`config.mk`:
```
export PLATFORM = sky130hd
export DESIGN_NAME = parallel_port_gpib_bridge
export DESIGN_NICKNAME = d
export VERILOG_FILES = /design/src/hdl/byte_buffer2.v /design/src/hdl/parallel_port_gpib_bridge.v
export VERILOG_INCLUDE_DIRS = /design/src /design/src/hdl
export SDC_FILE = /design/constraint.sdc
export NUM_CORES = 1
export LEC_CHECK = 0
export BUFFER_PORTS_ARGS = -buffer_cell sky130_fd_sc_hd__buf_2
export CORE_ASPECT_RATIO = 1.1
export CORE_MARGIN = 2
export CORE_UTILIZATION = 40
export DETAILED_ROUTE_END_ITERATION = 6
export PLACE_DENSITY = 0.71
export SETUP_SLACK_MARGIN = 0.4
export SLEW_MARGIN = 20
export SYNTH_ARGS = -nofsm -noshare
export SYNTH_HDL_FRONTEND = slang
export SYNTH_HIERARCHICAL = 1
export SYNTH_SLANG_ARGS = --single-unit
```
`constraint.sdc`:
```
create_clock -name i_core_clk -period 4.2 [get_ports i_core_clk]
set_input_delay 0 -clock i_core_clk [delete_from_list [all_inputs] [get_ports i_core_clk]]
set_output_delay 0 -clock i_core_clk [all_outputs]
set_load 0.03 [all_outputs]
```
`src/hdl/bridge_defines.vh`:
```
/*
 * Constants for the parallel port to instrument bus bridge: register
 * offsets, control and status bit positions, and timing counts.
 * Assumes a 125 MHz core clock.
 */
`ifndef BRIDGE_DEFINES_VH
`define BRIDGE_DEFINES_VH

// Register offsets from the base I/O address
`define OFS_DATA 2'h0
`define OFS_STATUS 2'h1
`define OFS_CONTROL 2'h2

// Control register bit positions (bits 7..5 carry nothing)
`define CTL_STROBE 0
`define CTL_AUTO_LINEFEED 1
`define CTL_INIT 2
`define CTL_SELECT_INPUT 3
`define CTL_INTERRUPT_ENABLE 4

// Status register bit positions (bits 2..0 read as zero)
`define STS_ERROR_N 3
`define STS_SELECT 4
`define STS_PAPER_ERROR 5
`define STS_ACK_N 6
`define STS_BUSY_N 7

// Reset values
`define DATA_RESET 8'h00
`define CONTROL_RESET 8'h00
`define READ_ZERO 8'h00

// Listen address group: primary address ORed into this base
`define LISTEN_BASE 3'h1

// Timing
`define CLK_PERIOD_NS 8
`define ACK_MIN_NS 5000
`define ACK_CYCLES ((`ACK_MIN_NS + `CLK_PERIOD_NS - 1) / `CLK_PERIOD_NS)
`define SETTLE_MIN_NS 500
`define SETTLE_CYCLES ((`SETTLE_MIN_NS + `CLK_PERIOD_NS - 1) / `CLK_PERIOD_NS)

`endif

```
`src/hdl/byte_buffer2.v`:
```
/*
 * Two-entry byte buffer with valid/ready on both sides.
 * Assumes one synchronous active-high reset on the same clock.
 */
`default_nettype none

module byte_buffer2 (
   input wire i_core_clk,
   input wire i_rst,
   input wire i_in_valid,
   output wire o_in_ready,
   input wire [7:0] i_in_data,
   output wire o_out_valid,
   input wire i_out_ready,
   output wire [7:0] o_out_data
);

   reg [7:0] mem [0:1];
   reg wr_ptr;
   reg rd_ptr;
   reg [1:0] count;
   wire push;
   wire pop;

   // Full and empty come straight from the entry count
   assign o_in_ready = (count != 2'h2);
   assign o_out_valid = (count != 2'h0);
   assign o_out_data = mem[rd_ptr];
   assign push = i_in_valid & o_in_ready;
   assign pop = o_out_valid & i_out_ready;

   // Pointers and count; simultaneous push and pop keep the count
   always @(posedge i_core_clk) begin
      if (i_rst) begin
         wr_ptr <= 1'b0;
         rd_ptr <= 1'b0;
         count <= 2'h0;
      end else begin
         if (push) begin
            wr_ptr <= ~wr_ptr;
         end
         if (pop) begin
            rd_ptr <= ~rd_ptr;
         end
         if (push & ~pop) begin
            count <= count + 2'h1;
         end else if (pop & ~push) begin
            count <= count - 2'h1;
         end
      end
   end

   // Storage needs no reset; valid guards every read
   always @(posedge i_core_clk) begin
      if (push) begin
         mem[wr_ptr] <= i_in_data;
      end
   end

endmodule // byte_buffer2

`default_nettype wire

```
`src/hdl/parallel_port_gpib_bridge.v`:
```
/*
 * Parallel port emulator that forwards bytes to a listener on the
 * instrument bus: data, status and printer_control registers on a
 * byte-wide I/O port, a source handshake engine and the acknowledge
 * pulse. Assumes I/O strobes are synchronous one-cycle pulses, and
 * bus lines are logical levels (1 = asserted); the board converts
 * to the wire's negative logic and open-collector drive.
 */
`default_nettype none
`include "bridge_defines.vh"

module parallel_port_gpib_bridge (
   input wire i_core_clk,
   input wire i_rst,
   input wire [1:0] i_io_addr,
   input wire i_io_wr,
   input wire i_io_rd,
   input wire [7:0] i_io_wdata,
   output reg [7:0] o_io_rdata,
   output reg o_irq,
   input wire [4:0] i_printer_addr,
   input wire i_srq_option,
   input wire i_srq,
   input wire i_nrfd,
   input wire i_ndac,
   output reg [7:0] o_dio_out,
   output reg o_dio_oe,
   output reg o_atn,
   output reg o_dav
);

   localparam [2:0] ST_IDLE = 3'h0;
   localparam [2:0] ST_SETTLE = 3'h1;
   localparam [2:0] ST_WAIT_RFD = 3'h2;
   localparam [2:0] ST_WAIT_DAC = 3'h3;
   localparam [2:0] ST_RELEASE = 3'h4;

   localparam integer ACK_LAST_FULL = `ACK_CYCLES - 1;
   localparam integer SETTLE_LAST_FULL = `SETTLE_CYCLES - 1;
   // Both counts fit their counters; the part-selects make the cut explicit
   localparam [9:0] ACK_LAST = ACK_LAST_FULL[9:0];
   localparam [6:0] SETTLE_LAST = SETTLE_LAST_FULL[6:0];
   localparam [9:0] ACK_ZERO = 10'h000;
   localparam [6:0] SETTLE_ZERO = 7'h00;

   reg [7:0] data_reg;
   reg strobe_bit;
   reg strobe_prev;
   reg init_bit;
   reg select_input_bit;
   reg interrupt_enable_bit;
   reg [2:0] state;
   reg addr_phase;
   reg addressed;
   reg [6:0] settle_cnt;
   reg ack_n;
   reg [9:0] ack_cnt;
   reg soft_init;

   wire wr_data;
   wire wr_ctl;
   wire strobe_rise;
   wire init_fall;
   wire buf_rst;
   wire buf_in_ready;
   wire buf_out_valid;
   wire [7:0] buf_out_data;
   wire take_data;
   wire busy;
   wire [7:0] status_value;
   wire [7:0] listen_addr;

   assign wr_data = i_io_wr & (i_io_addr == `OFS_DATA);
   assign wr_ctl = i_io_wr & (i_io_addr == `OFS_CONTROL);

   // Host data byte; held until the next write to the data offset
   always @(posedge i_core_clk) begin
      if (i_rst) begin
         data_reg <= `DATA_RESET;
      end else if (wr_data) begin
         data_reg <= i_io_wdata;
      end
   end

   // Control bits; 7..5 and the linefeed bit are not stored at all,
   // since nothing in this bridge has a use for them
   always @(posedge i_core_clk) begin
      if (i_rst) begin
         strobe_bit <= 1'b0;
         init_bit <= 1'b0;
         select_input_bit <= 1'b0;
         interrupt_enable_bit <= 1'b0;
      end else if (wr_ctl) begin
         strobe_bit <= i_io_wdata[`CTL_STROBE];
         init_bit <= i_io_wdata[`CTL_INIT];
         select_input_bit <= i_io_wdata[`CTL_SELECT_INPUT];
         interrupt_enable_bit <= i_io_wdata[`CTL_INTERRUPT_ENABLE];
      end
   end

   // Edge detectors on the stored strobe and init bits. The register
   // is already in the core domain, so one history stage suffices.
   always @(posedge i_core_clk) begin
      if (i_rst) begin
         strobe_prev <= 1'b0;
         soft_init <= 1'b0;
      end else begin
         strobe_prev <= strobe_bit;
         soft_init <= init_fall;
      end
   end

   assign strobe_rise = strobe_bit & ~strobe_prev;
   // Init takes effect when the bit goes back to zero, after the set
   assign init_fall = wr_ctl & init_bit & ~i_io_wdata[`CTL_INIT];
   assign buf_rst = i_rst | soft_init;

   // Buffer sits between the strobe and the handshake, so the host
   // can queue a byte while a slow listener finishes the previous one;
   // its entries are the secondary latch, filled on each strobe rising edge that finds one free
   byte_buffer2 u_buffer (
      .i_core_clk (i_core_clk),
      .i_rst (buf_rst),
      .i_in_valid (strobe_rise),
      .o_in_ready (buf_in_ready),
      .i_in_data (data_reg),
      .o_out_valid (buf_out_valid),
      .i_out_ready (take_data),
      .o_out_data (buf_out_data)
   );

   assign listen_addr = {`LISTEN_BASE, i_printer_addr};
   // Pop the data byte only when it is the one about to be sourced
   assign take_data = (state == ST_IDLE) & buf_out_valid &
                      select_input_bit & addressed;

   // Source handshake engine; a new byte is not started while select input is off
   // because the data lines may not be driven then
   always @(posedge i_core_clk) begin
      if (buf_rst) begin
         state <= ST_IDLE;
         addr_phase <= 1'b0;
         addressed <= 1'b0;
         settle_cnt <= SETTLE_ZERO;
         o_dio_out <= `READ_ZERO;
         o_atn <= 1'b0;
         o_dav <= 1'b0;
      end else begin
         case (state)
            ST_IDLE: begin
               settle_cnt <= SETTLE_ZERO;
               if (buf_out_valid & select_input_bit) begin
                  state <= ST_SETTLE;
                  if (!addressed) begin
                     addr_phase <= 1'b1;
                     o_atn <= 1'b1;
                     o_dio_out <= listen_addr;
                  end else begin
                     addr_phase <= 1'b0;
                     o_dio_out <= buf_out_data;
                  end
               end
            end
            ST_SETTLE: begin
               // Data and ATN must be stable before DAV is offered
               if (settle_cnt == SETTLE_LAST) begin
                  state <= ST_WAIT_RFD;
               end else begin
                  settle_cnt <= settle_cnt + 7'h01;
               end
            end
            ST_WAIT_RFD: begin
               if (!i_nrfd) begin
                  o_dav <= 1'b1;
                  state <= ST_WAIT_DAC;
               end
            end
            ST_WAIT_DAC: begin
               if (!i_ndac) begin
                  o_dav <= 1'b0;
                  state <= ST_RELEASE;
               end
            end
            ST_RELEASE: begin
               state <= ST_IDLE;
               if (addr_phase) begin
                  addressed <= 1'b1;
                  o_atn <= 1'b0;
                  addr_phase <= 1'b0;
               end
            end
            default: begin
               state <= ST_IDLE;
            end
         endcase
      end
   end

   // Drive enable is registered, so it drops one cycle after the
   // select bit clears; a handshake under way still completes with the lines released
   always @(posedge i_core_clk) begin
      if (buf_rst) begin
         o_dio_oe <= 1'b0;
      end else begin
         o_dio_oe <= select_input_bit & (state != ST_IDLE);
      end
   end

   // Acknowledge pulse after the listener accepts a data byte
   always @(posedge i_core_clk) begin
      if (buf_rst) begin
         ack_n <= 1'b1;
         ack_cnt <= ACK_ZERO;
      end else if (state == ST_WAIT_DAC && !i_ndac && !addr_phase) begin
         ack_n <= 1'b0;
         ack_cnt <= ACK_ZERO;
      end else if (!ack_n) begin
         if (ack_cnt == ACK_LAST) begin
            ack_n <= 1'b1;
         end else begin
            ack_cnt <= ack_cnt + 10'h001;
         end
      end
   end

   // Interrupt holds from the trailing edge of acknowledge until the
   // handler clears the enable or the next byte is strobed; a level
   // suits the edge-sensitive host controller without a pulse width
   always @(posedge i_core_clk) begin
      if (buf_rst) begin
         o_irq <= 1'b0;
      end else if (!ack_n && ack_cnt == ACK_LAST &&
                   interrupt_enable_bit) begin
         o_irq <= 1'b1;
      end else if (!interrupt_enable_bit || strobe_rise) begin
         o_irq <= 1'b0;
      end
   end

   // Busy is the buffer's back-pressure when full, or the addressed listener holding NRFD, as seen by the host
   assign busy = ~buf_in_ready | (addressed & i_nrfd);

   assign status_value = {~busy, ack_n, i_srq_option & i_srq, ~o_atn,
                          1'b1, 3'h0};

   // Read data is registered; the control offset reads as zero
   always @(posedge i_core_clk) begin
      if (i_rst) begin
         o_io_rdata <= `READ_ZERO;
      end else if (i_io_rd) begin
         case (i_io_addr)
            `OFS_DATA: begin
               o_io_rdata <= data_reg;
            end
            `OFS_STATUS: begin
               o_io_rdata <= status_value;
            end
            `OFS_CONTROL: begin
               o_io_rdata <= `READ_ZERO;
            end
            default: begin
               o_io_rdata <= `READ_ZERO;
            end
         endcase
      end
   end

endmodule // parallel_port_gpib_bridge

`default_nettype wire

```
=== Word-level counts from Yosys, hierarchy flattened ===
Memory sizes are Yosys's and may differ from the RTL's. A register that Yosys moved wholly into a read port is not among the register bits.
Cells that the tools add are included.
Widths: inputs -> output; s select.

* Add/sub/neg operators: 4
* Equality and inequality tests: 16
* Reduce and logical (&&, ||, !) cells: 27
* Bitwise logic cells: 29
* Muxes and demuxes: 30

{| class="wikitable"
|+ Operator list
! kind !! count
|-
| $and 1x1->1 || 16
|-
| $mux 1 || 16
|-
| $pmux 8 s2 || 1
|-
| $ne 2x2->1 const B || 7
|-
| $pmux 7 s2 || 1
|-
| $mux 3 || 4
|-
| $pmux 3 s4 || 1
|-
| $reduce_bool 2->1 || 6
|-
| $not 1->1 || 11
|-
| $add 10x1->10 const B || 1
|-
| $eq 10x10->1 const B || 1
|-
| $reduce_and 2->1 || 5
|-
| $mux 8 || 1
|-
| $reduce_and 4->1 || 2
|-
| $add 7x1->7 const B || 1
|-
| $eq 7x6->1 const B || 1
|-
| $mux 7 || 1
|-
| $eq 3x2->1 const B || 2
|-
| $pmux 1 s2 || 3
|-
| $logic_and 1x1->1 || 4
|-
| $logic_not 1->1 || 4
|-
| $mux 2 || 2
|-
| $eq 3x1->1 const B || 1
|-
| $eq 3x3->1 const B || 1
|-
| 12 further kinds || 13
|}

* Input bits: 23
* Bits in writable memories: 16
* Memories kept: 1
* Logic and storage cells: 129
* Register bits after elaboration: 61
* Output and inout bits: 20

{| class="wikitable"
|+ Memories
! name !! depth !! width !! read ports !! clocked after memory_dff !! write ports !! RTL line !! source
|-
| u_buffer.mem || 2 || 8 || 1 || 1 || 1 || byte_buffer2.v:18 || <nowiki>reg [7:0] mem [0:1];</nowiki>
|}

=== Longest topological paths before layout ===
Gate-level depths: netlist of the first run.

* Depth in word-level cells: 8
* Depth in mapped cells: 10

=== Modules after synthesis ===
Netlist of the first run, hierarchy kept.

{| class="wikitable"
|+ Modules (own cells, without submodules)
! module !! cells an instance !! seq. area each (sq um) !! instances !! area each (sq um)
|-
| parallel_port_gpib_bridge || 282 || 1141.1 || 1 || 2463.6
|-
| byte_buffer2 || 49 || 580.6 || 1 || 798.3
|}

=== Worst setup path before layout of the first run ===
Ideal clock, no wire load.

* Kind: flip-flop to flip-flop
* From: reg u_buffer.count[0]
* To: reg u_buffer.count[1]
* Period minus slack after synthesis: 2.136 ns
* Stages on the path, launching flop included: 10
* Required time: 4.130 ns
* Path buffers: 1
* Slack: 2.064 ns
* Arrival time: 2.066 ns
* Path through: dfxtp_1 or2_2 nand2_1 nor4_4 buf_4 and2_1 o21ai_0 ha_1 or3_1 a21oi_1

* Longest elaborated chain between the ends: 8

{| class="wikitable"
|+ RTL lines
! item !! RTL line !! source
|-
| from (decl) || byte_buffer2.v:21 || <nowiki>reg [1:0] count;</nowiki>
|-
| from (signal assigned) || byte_buffer2.v:46 || <nowiki>count <= count + 2'h1;</nowiki>
|-
| from (signal assigned) || byte_buffer2.v:48 || <nowiki>count <= count - 2'h1;</nowiki>
|-
| $reduce_bool 2->1 * || byte_buffer2.v:27 || <nowiki>assign o_out_valid = (count != 2'h0);</nowiki>
|-
| net buf_out_valid || parallel_port_gpib_bridge.v:66 || <nowiki>wire buf_out_valid;</nowiki>
|-
| $and 1x1->1 * (2 in series) || parallel_port_gpib_bridge.v:134 || <nowiki>assign take_data = (state == ST_IDLE) & buf_out_valid &</nowiki>
|-
| $and 1x1->1 * || parallel_port_gpib_bridge.v:135 || <nowiki>select_input_bit & addressed;</nowiki>
|-
| net take_data || parallel_port_gpib_bridge.v:68 || <nowiki>wire take_data;</nowiki>
|-
| $and 1x1->1 * || byte_buffer2.v:30 || <nowiki>assign pop = o_out_valid & i_out_ready;</nowiki>
|-
| $not 1->1 || byte_buffer2.v:45 || <nowiki>if (push & ~pop) begin</nowiki>
|-
| $and 1x1->1 || byte_buffer2.v:45 ||
|-
| $mux 2 / $reduce_bool 2->1 (equally long branches) || n/a ||
|}

The timed path passes the listed nets; every way through them passes the cells marked *. The select of a mux whose other input is x is not followed.
A chain may end at the register's enable or synchronous reset.

=== Worst setup path in the final report of the first run ===
* From: reg state[2]
* To: reg u_buffer.count[1]

* Longest elaborated chain between the ends: 8

{| class="wikitable"
|+ RTL lines
! item !! RTL line !! source
|-
| from (decl) || parallel_port_gpib_bridge.v:52 || <nowiki>reg [2:0] state;</nowiki>
|-
| from (signal assigned) || parallel_port_gpib_bridge.v:141 || <nowiki>state <= ST_IDLE;</nowiki>
|-
| from (signal assigned) || parallel_port_gpib_bridge.v:153 || <nowiki>state <= ST_SETTLE;</nowiki>
|-
| from (signal assigned) || parallel_port_gpib_bridge.v:167 || <nowiki>state <= ST_WAIT_RFD;</nowiki>
|-
| $logic_not 3->1 * || parallel_port_gpib_bridge.v:134 ||
|-
| $and 1x1->1 * (2 in series) || parallel_port_gpib_bridge.v:134 ||
|-
| $and 1x1->1 * || parallel_port_gpib_bridge.v:135 ||
|-
| net take_data || parallel_port_gpib_bridge.v:68 ||
|-
| $and 1x1->1 * || byte_buffer2.v:30 ||
|-
| $not 1->1 || byte_buffer2.v:45 ||
|-
| $and 1x1->1 || byte_buffer2.v:45 ||
|-
| $mux 2 / $reduce_bool 2->1 (equally long branches) || n/a ||
|}

The timed path passes the listed nets; every way through them passes the cells marked *.

==> key figures, run 1 <==
Timing
  – Final worst-path cycle share: a little over 60%
  – Final setup TNS: 0 ns
  – F_max: 390 MHz
  – Unrepaired setup endpoints after global routing: false
  – Crit path time final: 2.57 ns
  – Slew @ Worst Pin: 0.764 ns
  – # setup viols final: 0
  – Max Clock Skew: 0.0132 ns
  – Max-slew violations: 0
  – Hold slack: 0.00234 ns
  – Final hold violation count: 0
  – Normalized max-slew margin: between 40 and 50%

Power and ir drop
  – Pwr/cell area: 373 nW/µm²
  – Peak VDD IR: 0.171 mV
  – P_leak: between 1 and 1.5 nW

Placement
  – DPL Wire Length: approximately 4.5 mm
  – Buffers on Ports: 42
  – GP Congestion: 0.764

Layout
  – Biggest regs: u_buffer/mem (16), ack_cnt (10)
  – Diodes inserted: 0
  – Final Net Count: 413
  – Layout cells sized above 1: around a fifth
  – Largest Register: u_buffer/mem
  – Layout overhead on the synthesized area: 18.9%
  – Max reg flops: 16

Clocking
  – CTS tree: done
  – Register clock-pin slew on the reported worst setup and hold paths: 0.08 ns
  – Clock latency at the later pin of the worst-skew pair: roughly 0.36 ns
  – CTS Buffer Depth: 2
  – Post-CTS Setup Bufs: 0
  – Clock root cell: clkbuf_8
  – CTS Buf Count: 9
  – CTS H-tree depth: 3
  – Post_cts resized: 0
  – CTS Sinks: 78

Setup path
  – CP Launch Type: register
  – CP required: 4.47 ns
  – CP Class: register to register
  – CP peak stage delay: 0.77 ns
  – WP data arrival: ~2.8 ns
  – Largest fanout on the critical path: 16
  – Highest-delay cell along the critical path: nor4_4
  – Crit end category: register
  – Top Family by Delay on Critical Path: simple AND/OR/NAND/NOR gates
  – Buffers & Inverters on Critical Path: 0
  – Worst path cell trace: nor4_4, and2_1, o21ai_0, ha_1, or3_1, a21oi_1

Die
  – Initial core utilization: between 40 and 50%
  – Chip width: 90.1 µm
  – Die Y: 98.7 µm
  – I/O pin count: 43
  – Cell row count: 34
  – Die footprint: around 8900 µm²
  – Core ar.: approximately 7900 µm²

Drt
  – Initial DRC count: 98
  – Drt pass-1 iters: 4
  – Routed Antenna Nets: 0
  – Vias/cell: 4.97
  – DRC: 0
  – Vias: 2473
  – Final wirelength: 6.44 mm
  – Routed wire per std cell: 12.9 µm

Yosys
  – Post-Synth XOR/XNOR Area: 3.22%
  – Syn avg cell area: 9.85 µm²
  – Synthesized net count: 359
  – Yosys reg bits: slightly below 80
  – Combinational family with the most area after synthesis: simple AND/OR/NAND/NOR gates
  – Synth Instances: 331
  – Post-Syn Area: roughly 3300 µm²
  – Cell variety after synth: 48
  – Top cell type's share of synthesized area: 38.1%
  – Synth Warn #: 6
  – Synth top area cells: dfxtp_1, edfxtp_1, nor2_1
  – Synth Area in Simple Gates: 21.8%
  – Synth Area in Adders: ~1.9%
  – Post-synth EDFFs: 16
  – Synth area leader: dfxtp_1
  – Top FF cell, synth: dfxtp_1
  – Complex-gate fraction of the synthesized area: 10.2%
  – Post-synth ARST share: 0%
  – Mux cell area share after synthesis: 6.79%
  – Sequential fraction of the synthesis area: between 50% and 60%

Global route
  – M1 GR Usage: between 10% and 20%
  – Initial antenna violation count: 0
  – First-pass GRT wire length: 11.1 mm
  – Largest net degree at the start of global routing: 24
  – GRT Total Usage: 15.5%
  – M2 GR Usage: about 26%
  – GRT met3 Usage: 3.52%
  – GR Overflow Total: 0
  – Vias in the first global route: 2417
  – GRT busiest layer: met2

Min path
  – Worst Hold Class: primary input to register

Flow run
  – Max-Cap Viols: 0

Status
  – Outcome: complete, no violations
[logic make-up after synthesis]
logic type,count (synthesis)
fa+ha+maj,5
simple gates,138
buf+inv,22
mux,21
compound gates,55
xor+xnor,12
flops,78
[synth_stat cells, drive strengths merged, types with 2 or more instances]
cell / instances
a211oi: 5
a21oi: 28
and2: 4
and3: 4
buf: 8
clkbuf: 4
dfxtp: 62
edfxtp: 16
ha: 5
inv: 9
mux2: 9
mux2i: 12
nand2: 30
nand2b: 12
nand3: 13
nand3b: 4
nand4: 4
nor2: 46
nor2b: 4
nor3: 3
nor4: 2
o21ai: 12
o311ai: 2
o31ai: 2
or2: 2
or3: 4
or4: 2
xnor2: 4
xor2: 8
[where the power goes]
group | leakage [nW] | switching, mW | internal (mW) | total, mW
Clock | 0.109 | 0.307 | 0.290 | 0.597
Sequential | 0.666 | 0.00648 | 0.771 | 0.778
Combinational | 0.720 | 0.0408 | 0.0319 | 0.0727
Total | 1.49 | 0.355 | 1.09 | 1.45
[cells in the final DEF, fill, tap and decap left out, types with 8 or more instances in the layout]
cell,instances
a21oi_1,28
buf_2,42
clkbuf_8,9
dfxtp_1,62
dlygate4sd3_1,13
edfxtp_1,16
inv_1,9
mux2_2,9
mux2i_1,12
nand2_1,30
nand2b_1,12
nand3_1,13
nor2_1,44
o21ai_0,10
xor2_1,8
[worst register-to-register path: cells and delay by family, from the launching register on]
kind                       cells  cell delay (ns)
adders and majority gates      1             0.37
AOI/OAI and AO/OA              2             0.29
and+or+nand+nor                3             1.33
DFF                            1             0.48
[metal layers]
| layer | up-vias | wire [µm] |
|---|---|---|
| met2 | 42 | 3130 |
| met4 | 0 | 157 |
| li1 | 1260 | - |
| met1 | 1156 | 2950 |
| met5 | - | 0 |
| met3 | 15 | 207 |
[layout make-up]
type                    instances  area (µm²)
flip-flops and latches         78        1720
clock inverters                 7        87.6
well taps                     108         135
repair buffers                 55         340
multi-input cells             231        1430
fillers                       748        4030
clock buffers                   9         124
inverters                      10        37.5
[path summary, 6_finish.rpt]
path / cells after the start / slack (ns) / from / to
setup / recovery: 6 / 1.63 / state[2] / u_buffer/count[1]
hold / removal: 4 / 0.002 / i_nrfd / o_dav
setup reg to reg: 6 / 1.63 / state[2] / u_buffer/count[1]
hold reg to reg: 2 / 0.45 / o_dio_out[6] / o_dio_out[6]
[stage by stage]
step | setup slack (ns) | utilization (%) | std cells | instance area [µm²] | total power, mW
final | 1.63 | 49.0 | 498 | 3880 | 1.45
after global routing | 1.39 | 49.0 | 498 | 3880 | 1.50
after CTS | 1.63 | 49.0 | 498 | 3880 | 1.46
after detailed placement | 1.68 | 44.7 | 469 | 3540 | 0.858
after global placement | 1.80 | 44.7 | 469 | 3540 | 0.856
after floorplan | 2.06 | - | 331 | 3260 | 0.833
[what timing repair did]
action | in CTS | in global routing
hold buffers | 13 | 0
endpoints found under the hold margin | 21 | 0
setup endpoints to repair | 0 | 0
No activity file was read; power rests on OpenSTA's default activity.
==> inputs of run 2 (changes only) <==
--- a/config.mk
+++ b/config.mk
@@ -6,6 +6,7 @@
 export SDC_FILE = /design/constraint.sdc
 export NUM_CORES = 1
 export LEC_CHECK = 0
+export ABC_AREA = 1
 export BUFFER_PORTS_ARGS = -buffer_cell sky130_fd_sc_hd__buf_2
 export CORE_ASPECT_RATIO = 1.1
 export CORE_MARGIN = 2
==> constraint.sdc (replaced) <==
create_clock -name i_core_clk -period 2.4 [get_ports i_core_clk]
set_input_delay 0 -clock i_core_clk [delete_from_list [all_inputs] [get_ports i_core_clk]]
set_output_delay 0 -clock i_core_clk [all_outputs]
set_load 0.03 [all_outputs]
==> run 2 against run 1 <==
  * Fmax grew 42%
  * Clock skew shrank 0.0061 ns
  * Synthesized cell count grew 28%
  * Sequential power grew 88%
  * Count of clock-buffer cells in the layout grew 2
  * Die area grew 4.4%
  * Design area grew 6.9%
  * Non-clock buffer count grew 11
  * Flip-flop and latch count is the same
  * Combinational power grew to 6.9 times the previous value
  * Critical path type unchanged
  * Highest routed layer unchanged
==> key figures, run 2 <==
Timing
  – Final hold violation count: 0
  – Slew @ Worst Pin: 0.726 ns
  – Max Clock Skew: 0.00713 ns
  – F_max: 552 MHz
  – Normalized max-slew margin: between 50% and 60%
  – # setup viols final: 0
  – Unrepaired setup endpoints after global routing: false
  – Final setup TNS: 0 ns
  – Final worst-path cycle share: 75.5%
  – Crit path time final: 1.81 ns
  – Max-slew violations: 0

Global route
  – GRT met3 Usage: under 10%
  – Largest net degree at the start of global routing: 21
  – Initial antenna violation count: 0
  – GRT busiest layer: met2
  – First-pass GRT wire length: 12.7 mm
  – M1 GR Usage: 20.7%
  – GRT Total Usage: 17.2%
  – M2 GR Usage: 29.8%
  – GR Overflow Total: 0
  – Vias in the first global route: 2843

Drt
  – DRC: 0
  – Routed Antenna Nets: 0
  – Initial DRC count: 201
  – Final wirelength: 7.63 mm
  – Drt pass-1 iters: 4
  – Vias: approximately 3000
  – Vias/cell: 4.87
  – Routed wire per std cell: 12.5 µm

Clocking
  – CTS tree: done
  – Clock root cell: clkbuf_8
  – CTS Buffer Depth: 2
  – Register clock-pin slew on the reported worst setup and hold paths: 0.08 ns
  – CTS H-tree depth: 3
  – CTS Buf Count: 9
  – Post_cts resized: 0
  – Clock latency at the later pin of the worst-skew pair: 0.35 ns
  – CTS Sinks: between 70 and 80

Yosys
  – Cell variety after synth: 31
  – Synth Warn #: 6
  – Commonest cells post-synth: nand2_1, nor2_1, dfxtp_1, inv_1, a21oi_1
  – Top FF cell, synth: dfxtp_1
  – Syn avg cell area: 8.03 µm²
  – Synthesized net count: 453
  – Sequential fraction of the synthesis area: 50.4%
  – Top cell type's share of synthesized area: 36.4%
  – Post-synth ARST share: 0%
  – Synth area leader: dfxtp_1
  – Dominant cell by count in the synthesized netlist: nand2_1
  – Yosys reg bits: 78
  – Synth Instances: between 400 and 500
  – Synth top area cells: dfxtp_1, edfxtp_1, nand2_1
  – Post-synth EDFFs: 16
  – Post-Syn Area: 3410 µm²

Layout
  – Commonest non-fill, non-tap cells in the layout: nand2_1, nor2_1, dfxtp_1
  – Layout Cells excl Fill: 612
  – Biggest regs: u_buffer/mem (16), ack_cnt (10)
  – Layout overhead on the synthesized area: 21.5%
  – Final Net Count: 524
  – Layout cells sized above 1: 17.8%
  – Commonest non-fill, non-tap cell in the layout: nand2_1
  – Diodes inserted: 0
  – Area occupied by multi-input gates: roughly 1500 µm²
  – Largest Register: u_buffer/mem
  – Fillers: around 800
  – FF/Latch Area: approximately 1700 µm²
  – Max reg flops: 16

Min path
  – Hold_sp: i_nrfd
  – Worst Hold Class: primary input to register

Die
  – Die Y: approximately 100 µm
  – Die footprint: 9290 µm²
  – Core ar.: 8320 µm²
  – Chip width: 92.1 µm
  – I/O pin count: 43
  – Initial core utilization: 41.0%
  – Cell row count: 35

Setup path
  – Largest fanout on the critical path: 7
  – Worst path cell trace: inv_1, nand2_2, nand2_1, nor2_8, nand2_4, clkinv_2, nand2_1, ha_1, inv_1, nand3_1, nand2_1, inv_1, nor2_1
  – Highest-delay cell along the critical path: dfxtp_1
  – CP Launch Type: register
  – CP Class: register to register
  – CP peak stage delay: 0.38 ns
  – Crit end category: register
  – Worst setup path start: u_buffer/count[1]
  – R2R Path Start: u_buffer/count[1]
  – CP required: 2.69 ns
  – WP data arrival: around 2.1 ns
  – R2R Setup Slk: 0.59 ns

Power and ir drop
  – P_leak: 1.77 nW
  – Pwr/cell area: around 700 nW/µm²
  – Peak VDD IR: roughly 0.35 mV

Placement
  – Placed Instances: between 500 and 600
  – GP Congestion: 0.850
  – DPL Wire Length: roughly 5.4 mm
  – Buffers on Ports: 42

Status
  – Outcome: complete, no violations

Flow run
  – Max-Cap Viols: 0
run 2: cell count changes after synthesis, sizes merged, moves of 5 or more:
cell and change:
o21ai +17, nor3 +5, nand2b -12, mux2i -12
buf -5, nand3 +11, a211oi -5, inv +39
nand2 +63, nor2 +27
run 2: stage by stage:
stage	hold WS (ns)	util, %	area [µm²]	total power, mW	worst slack (ns)
2_1_floorplan	0.0724	-	3410	1.83	0.769
3_3_place_gp	0.213	44.8	3720	1.94	0.675
3_5_place_dp	0.207	44.8	3720	1.95	0.580
4_1_cts	0.0217	49.6	4130	2.93	0.568
5_1_grt	0.0725	49.8	4150	3.06	0.420
6_report	0.0260	49.8	4150	2.92	0.587
run 2: worst paths after layout:
kind | to | cells after the start
max reg2reg | u_buffer/count[1] | 13
min reg2reg | o_irq | 2
min | o_dav | 4
max | u_buffer/count[1] | 13
run 2: report_power, final:
part	switching, mW	internal [mW]	total [mW]
combinational	0.322	0.178	0.500
sequential	0.0612	1.40	1.46
clock	0.471	0.483	0.955
run 2: timing repair:
item | 4_1_cts | 5_1_grt
endpoints found under the setup margin | 0 | 1
hold buffers | 21 | 0
hold endpoints to repair | 23 | 0
buffers inserted | 0 | 3
run 2: cells by family (layout without fill, tap and decap cells):
family | count (synthesis) | after routing | share of synthesized area [%]
XOR/XNOR | 5 | 5 | 1.28
AO/OA/AOI/OAI | 65 | 65 | 9.90
adder cells (fa/ha/maj) | 5 | 5 | 1.83
buffers and inverters | 58 | 134 | 6.93
flip-flops | 78 | 78 | 50.4
AND/OR/NAND/NOR | 206 | 206 | 27.0
multiplexers | 8 | 8 | 2.64
run 2: area by class of cell:
class / count / area share [%]
inverters: 52 / 4.77
clock inverters: 5 / 1.45
multi-input cells: 289 / 35.1
repair buffers: 66 / 10.7
well taps: 111 / 3.35
clock buffers: 11 / 3.17
flip-flops and latches: 78 / 41.5
run 2: critical path, delay by kind of cell (launching register included):
| family | cells | cell delay (ns) |
|---|---|---|
| fa+ha+maj | 1 | 0.30 |
| buf+inv | 4 | 0.29 |
| flops | 1 | 0.38 |
| simple gates | 8 | 0.78 |
run 2: layer usage:
metal | up-vias | routed length, µm
met4 | 0 | 184
met3 | 18 | 329
li1 | 1524 | -
met2 | 80 | 3740
met1 | 1360 | 3380
met5 | - | 0
==> inputs of run 3 (changes only) <==
--- a/config.mk
+++ b/config.mk
@@ -12,7 +12,7 @@
 export CORE_MARGIN = 2
 export CORE_UTILIZATION = 40
 export DETAILED_ROUTE_END_ITERATION = 6
-export PLACE_DENSITY = 0.71
+export PLACE_DENSITY = 0.73
 export SETUP_SLACK_MARGIN = 0.4
 export SLEW_MARGIN = 20
 export SYNTH_ARGS = -nofsm -noshare
==> constraint.sdc (replaced) <==
create_clock -name i_core_clk -period 1.65 [get_ports i_core_clk]
set_input_delay 0 -clock i_core_clk [delete_from_list [all_inputs] [get_ports i_core_clk]]
set_output_delay 0 -clock i_core_clk [all_outputs]
set_load 0.03 [all_outputs]
==> run 3 against run 2 <==
  * Highest routed layer unchanged
  * Clock skew about the same
  * Critical path type unchanged
  * First-iteration DRC count decreased by 27%
  * Die area unchanged
==> key figures, run 3 (synthesized netlist as in run 2, its figures left out) <==
Setup path
  – Crit end category: register
  – Worst path cell trace: inv_2, nand2_4, nand2_4, nor2_8, nand2_4, clkinv_4, nand2_4, ha_4, inv_2, nand3_2, nand2_1, inv_1, nor2_1
  – CP Launch Type: register
  – Highest-delay cell along the critical path: dfxtp_2
  – WP data arrival: 1.63 ns
  – Largest fanout on the critical path: 3
  – CP required: between 1.5 and 2 ns
  – CP Class: register to register
  – CP peak stage delay: 0.34 ns
  – Most frequent CP cell: nand2_4

Drt
  – Final wirelength: 8.37 mm
  – DRC: 0
  – Initial DRC count: 146
  – Drt pass-1 iters: 5
  – Vias: 3196
  – Routed Antenna Nets: 0
  – Vias/cell: 4.97
  – Routed wire per std cell: between 10 and 15 µm

Timing
  – Max Clock Skew: 0.00739 ns
  – # setup viols final: 0
  – F_max: 725 MHz
  – Slew @ Worst Pin: around 0.5 ns
  – Final hold violation count: 0
  – Final worst-path cycle share: 83.6%
  – Unrepaired setup endpoints after global routing: true
  – Crit path time final: ~1.4 ns
  – Max-slew violations: 0
  – Normalized max-slew margin: 66.6%
  – Hold slack: 0.0282 ns
  – Final setup TNS: 0 ns

Power and ir drop
  – NetSw: 1.47 mW
  – Flop pwr share: 45.2%
  – Switching Share: 31.0%
  – Int Power: 3.27 mW
  – P_leak: 2.03 nW
  – Comb pwr share: 23.0%
  – Clock power frac: 31.9%
  – Pwr/cell area: slightly below 1000 nW/µm²
  – Peak VDD IR: 0.618 mV

Global route
  – First-pass GRT wire length: between 10 and 15 mm
  – Initial antenna violation count: 0
  – GR Overflow Total: 0
  – Vias in the first global route: a little over 3000
  – Largest net degree at the start of global routing: 21
  – GRT Total Usage: 18.4%

Layout
  – Final Net Count: 555
  – Largest Register: u_buffer/mem
  – Diodes inserted: 0
  – Commonest non-fill, non-tap cells in the layout: nand2_1, nor2_1, dfxtp_1
  – Max reg flops: 16
  – Layout overhead on the synthesized area: 40.7%
  – Final Instance Area: 4800 µm²
  – Biggest regs: u_buffer/mem (16), ack_cnt (10)
  – FF/Latch Area: 1750 µm²
  – Fillers: between 600 and 700
  – Layout Cells excl Fill: 643
  – Commonest non-fill, non-tap cell in the layout: nand2_1
  – Final Util: 57.7%
  – Layout cells sized above 1: 38.5%
  – Area occupied by multi-input gates: 1780 µm²

Placement
  – Placed Instance Area: 3810 µm²
  – GP Congestion: 0.821
  – Placed Instances: 579
  – DPL Wire Length: approximately 5.2 mm
  – Buffers on Ports: 42

Clocking
  – CTS H-tree depth: 3
  – CTS tree: done
  – Register clock-pin slew on the reported worst setup and hold paths: around 0.080 ns
  – Clock root cell: clkbuf_8
  – CTS Buffer Depth: 2
  – CTS Buf Count: 9
  – Clock latency at the later pin of the worst-skew pair: about 0.35 ns
  – CTS Sinks: 78

Die
  – Chip width: 92.1 µm
  – I/O pin count: 43
  – Core ar.: 8320 µm²
  – Die Y: around 100 µm
  – Die footprint: 9290 µm²
  – Initial core utilization: between 40 and 50%
  – Cell row count: 35

Min path
  – Worst Hold Class: primary input to register

Status
  – Outcome: complete, no violations

Flow run
  – Max-Cap Viols: 0
run 3: repair_timing:
action | 4_1_cts | 5_1_grt
endpoints found under the setup margin | 49 | 50
gates cloned | 2 | 0
endpoints found under the hold margin | 24 | 0
gates resized for setup | 53 | 58
hold buffers | 19 | 0
pin swaps | 24 | 21
setup buffers | 22 | 6
run 3: path summary, 6_finish.rpt:
check	cells past startpoint	endpoint	slack [ns]	from
worst max-delay path	13	u_buffer/count[1]	0.27	u_buffer/count[1]
worst min-delay path	4	o_io_rdata[7]	0.03	i_io_addr[1]
worst max register to register	13	u_buffer/count[1]	0.27	u_buffer/count[1]
worst min register to register	2	o_irq	0.45	interrupt_enable_bit
run 3: cell type report:
| type | count | share of cell area, % |
|---|---|---|
| multi-input combinational | 290 | 37.1 |
| sequential | 78 | 36.5 |
| timing repair buffer | 95 | 14.4 |
| inverter | 52 | 4.51 |
| clock buffer | 10 | 3.10 |
| tap | 111 | 2.89 |
| clock inverter | 6 | 1.43 |
| timing repair inverter | 1 | 0.130 |
run 3: power by group through the flow:
stage | registers (mW) | clock network, mW | logic, mW
after floorplan | 2.20 | 0 | 0.478
after global placement | 2.16 | 0 | 0.675
after detailed placement | 2.17 | 0 | 0.683
after CTS | 2.12 | 1.53 | 0.886
after global routing | 2.16 | 1.62 | 1.19
final | 2.14 | 1.51 | 1.09
run 3: per-stage QoR:
| stage | power, mW | setup slack, ns |
|---|---|---|
| 2_1_floorplan | 2.68 | 0.120 |
| 3_3_place_gp | 2.84 | 0.109 |
| 3_5_place_dp | 2.85 | 0.0504 |
| 4_1_cts | 4.53 | 0.284 |
| 5_1_grt | 4.98 | 0.166 |
| 6_report | 4.74 | 0.271 |
run 3: worst max-delay path, delay by kind of cell (launching register included):
family,cells,cell delay (ns)
buf+inv,4,0.18
simple gates,8,0.47
fa+ha+maj,1,0.27
flops,1,0.34
run 3: layer usage:
layer  wire, µm  vias up  global-route usage, %
met5          0        -                      0
met2       4240      110                   33.5
met1       3470     1480                   20.4
met4        216        0                   8.04
met3        444       19                   4.56
li1           -     1587                      -
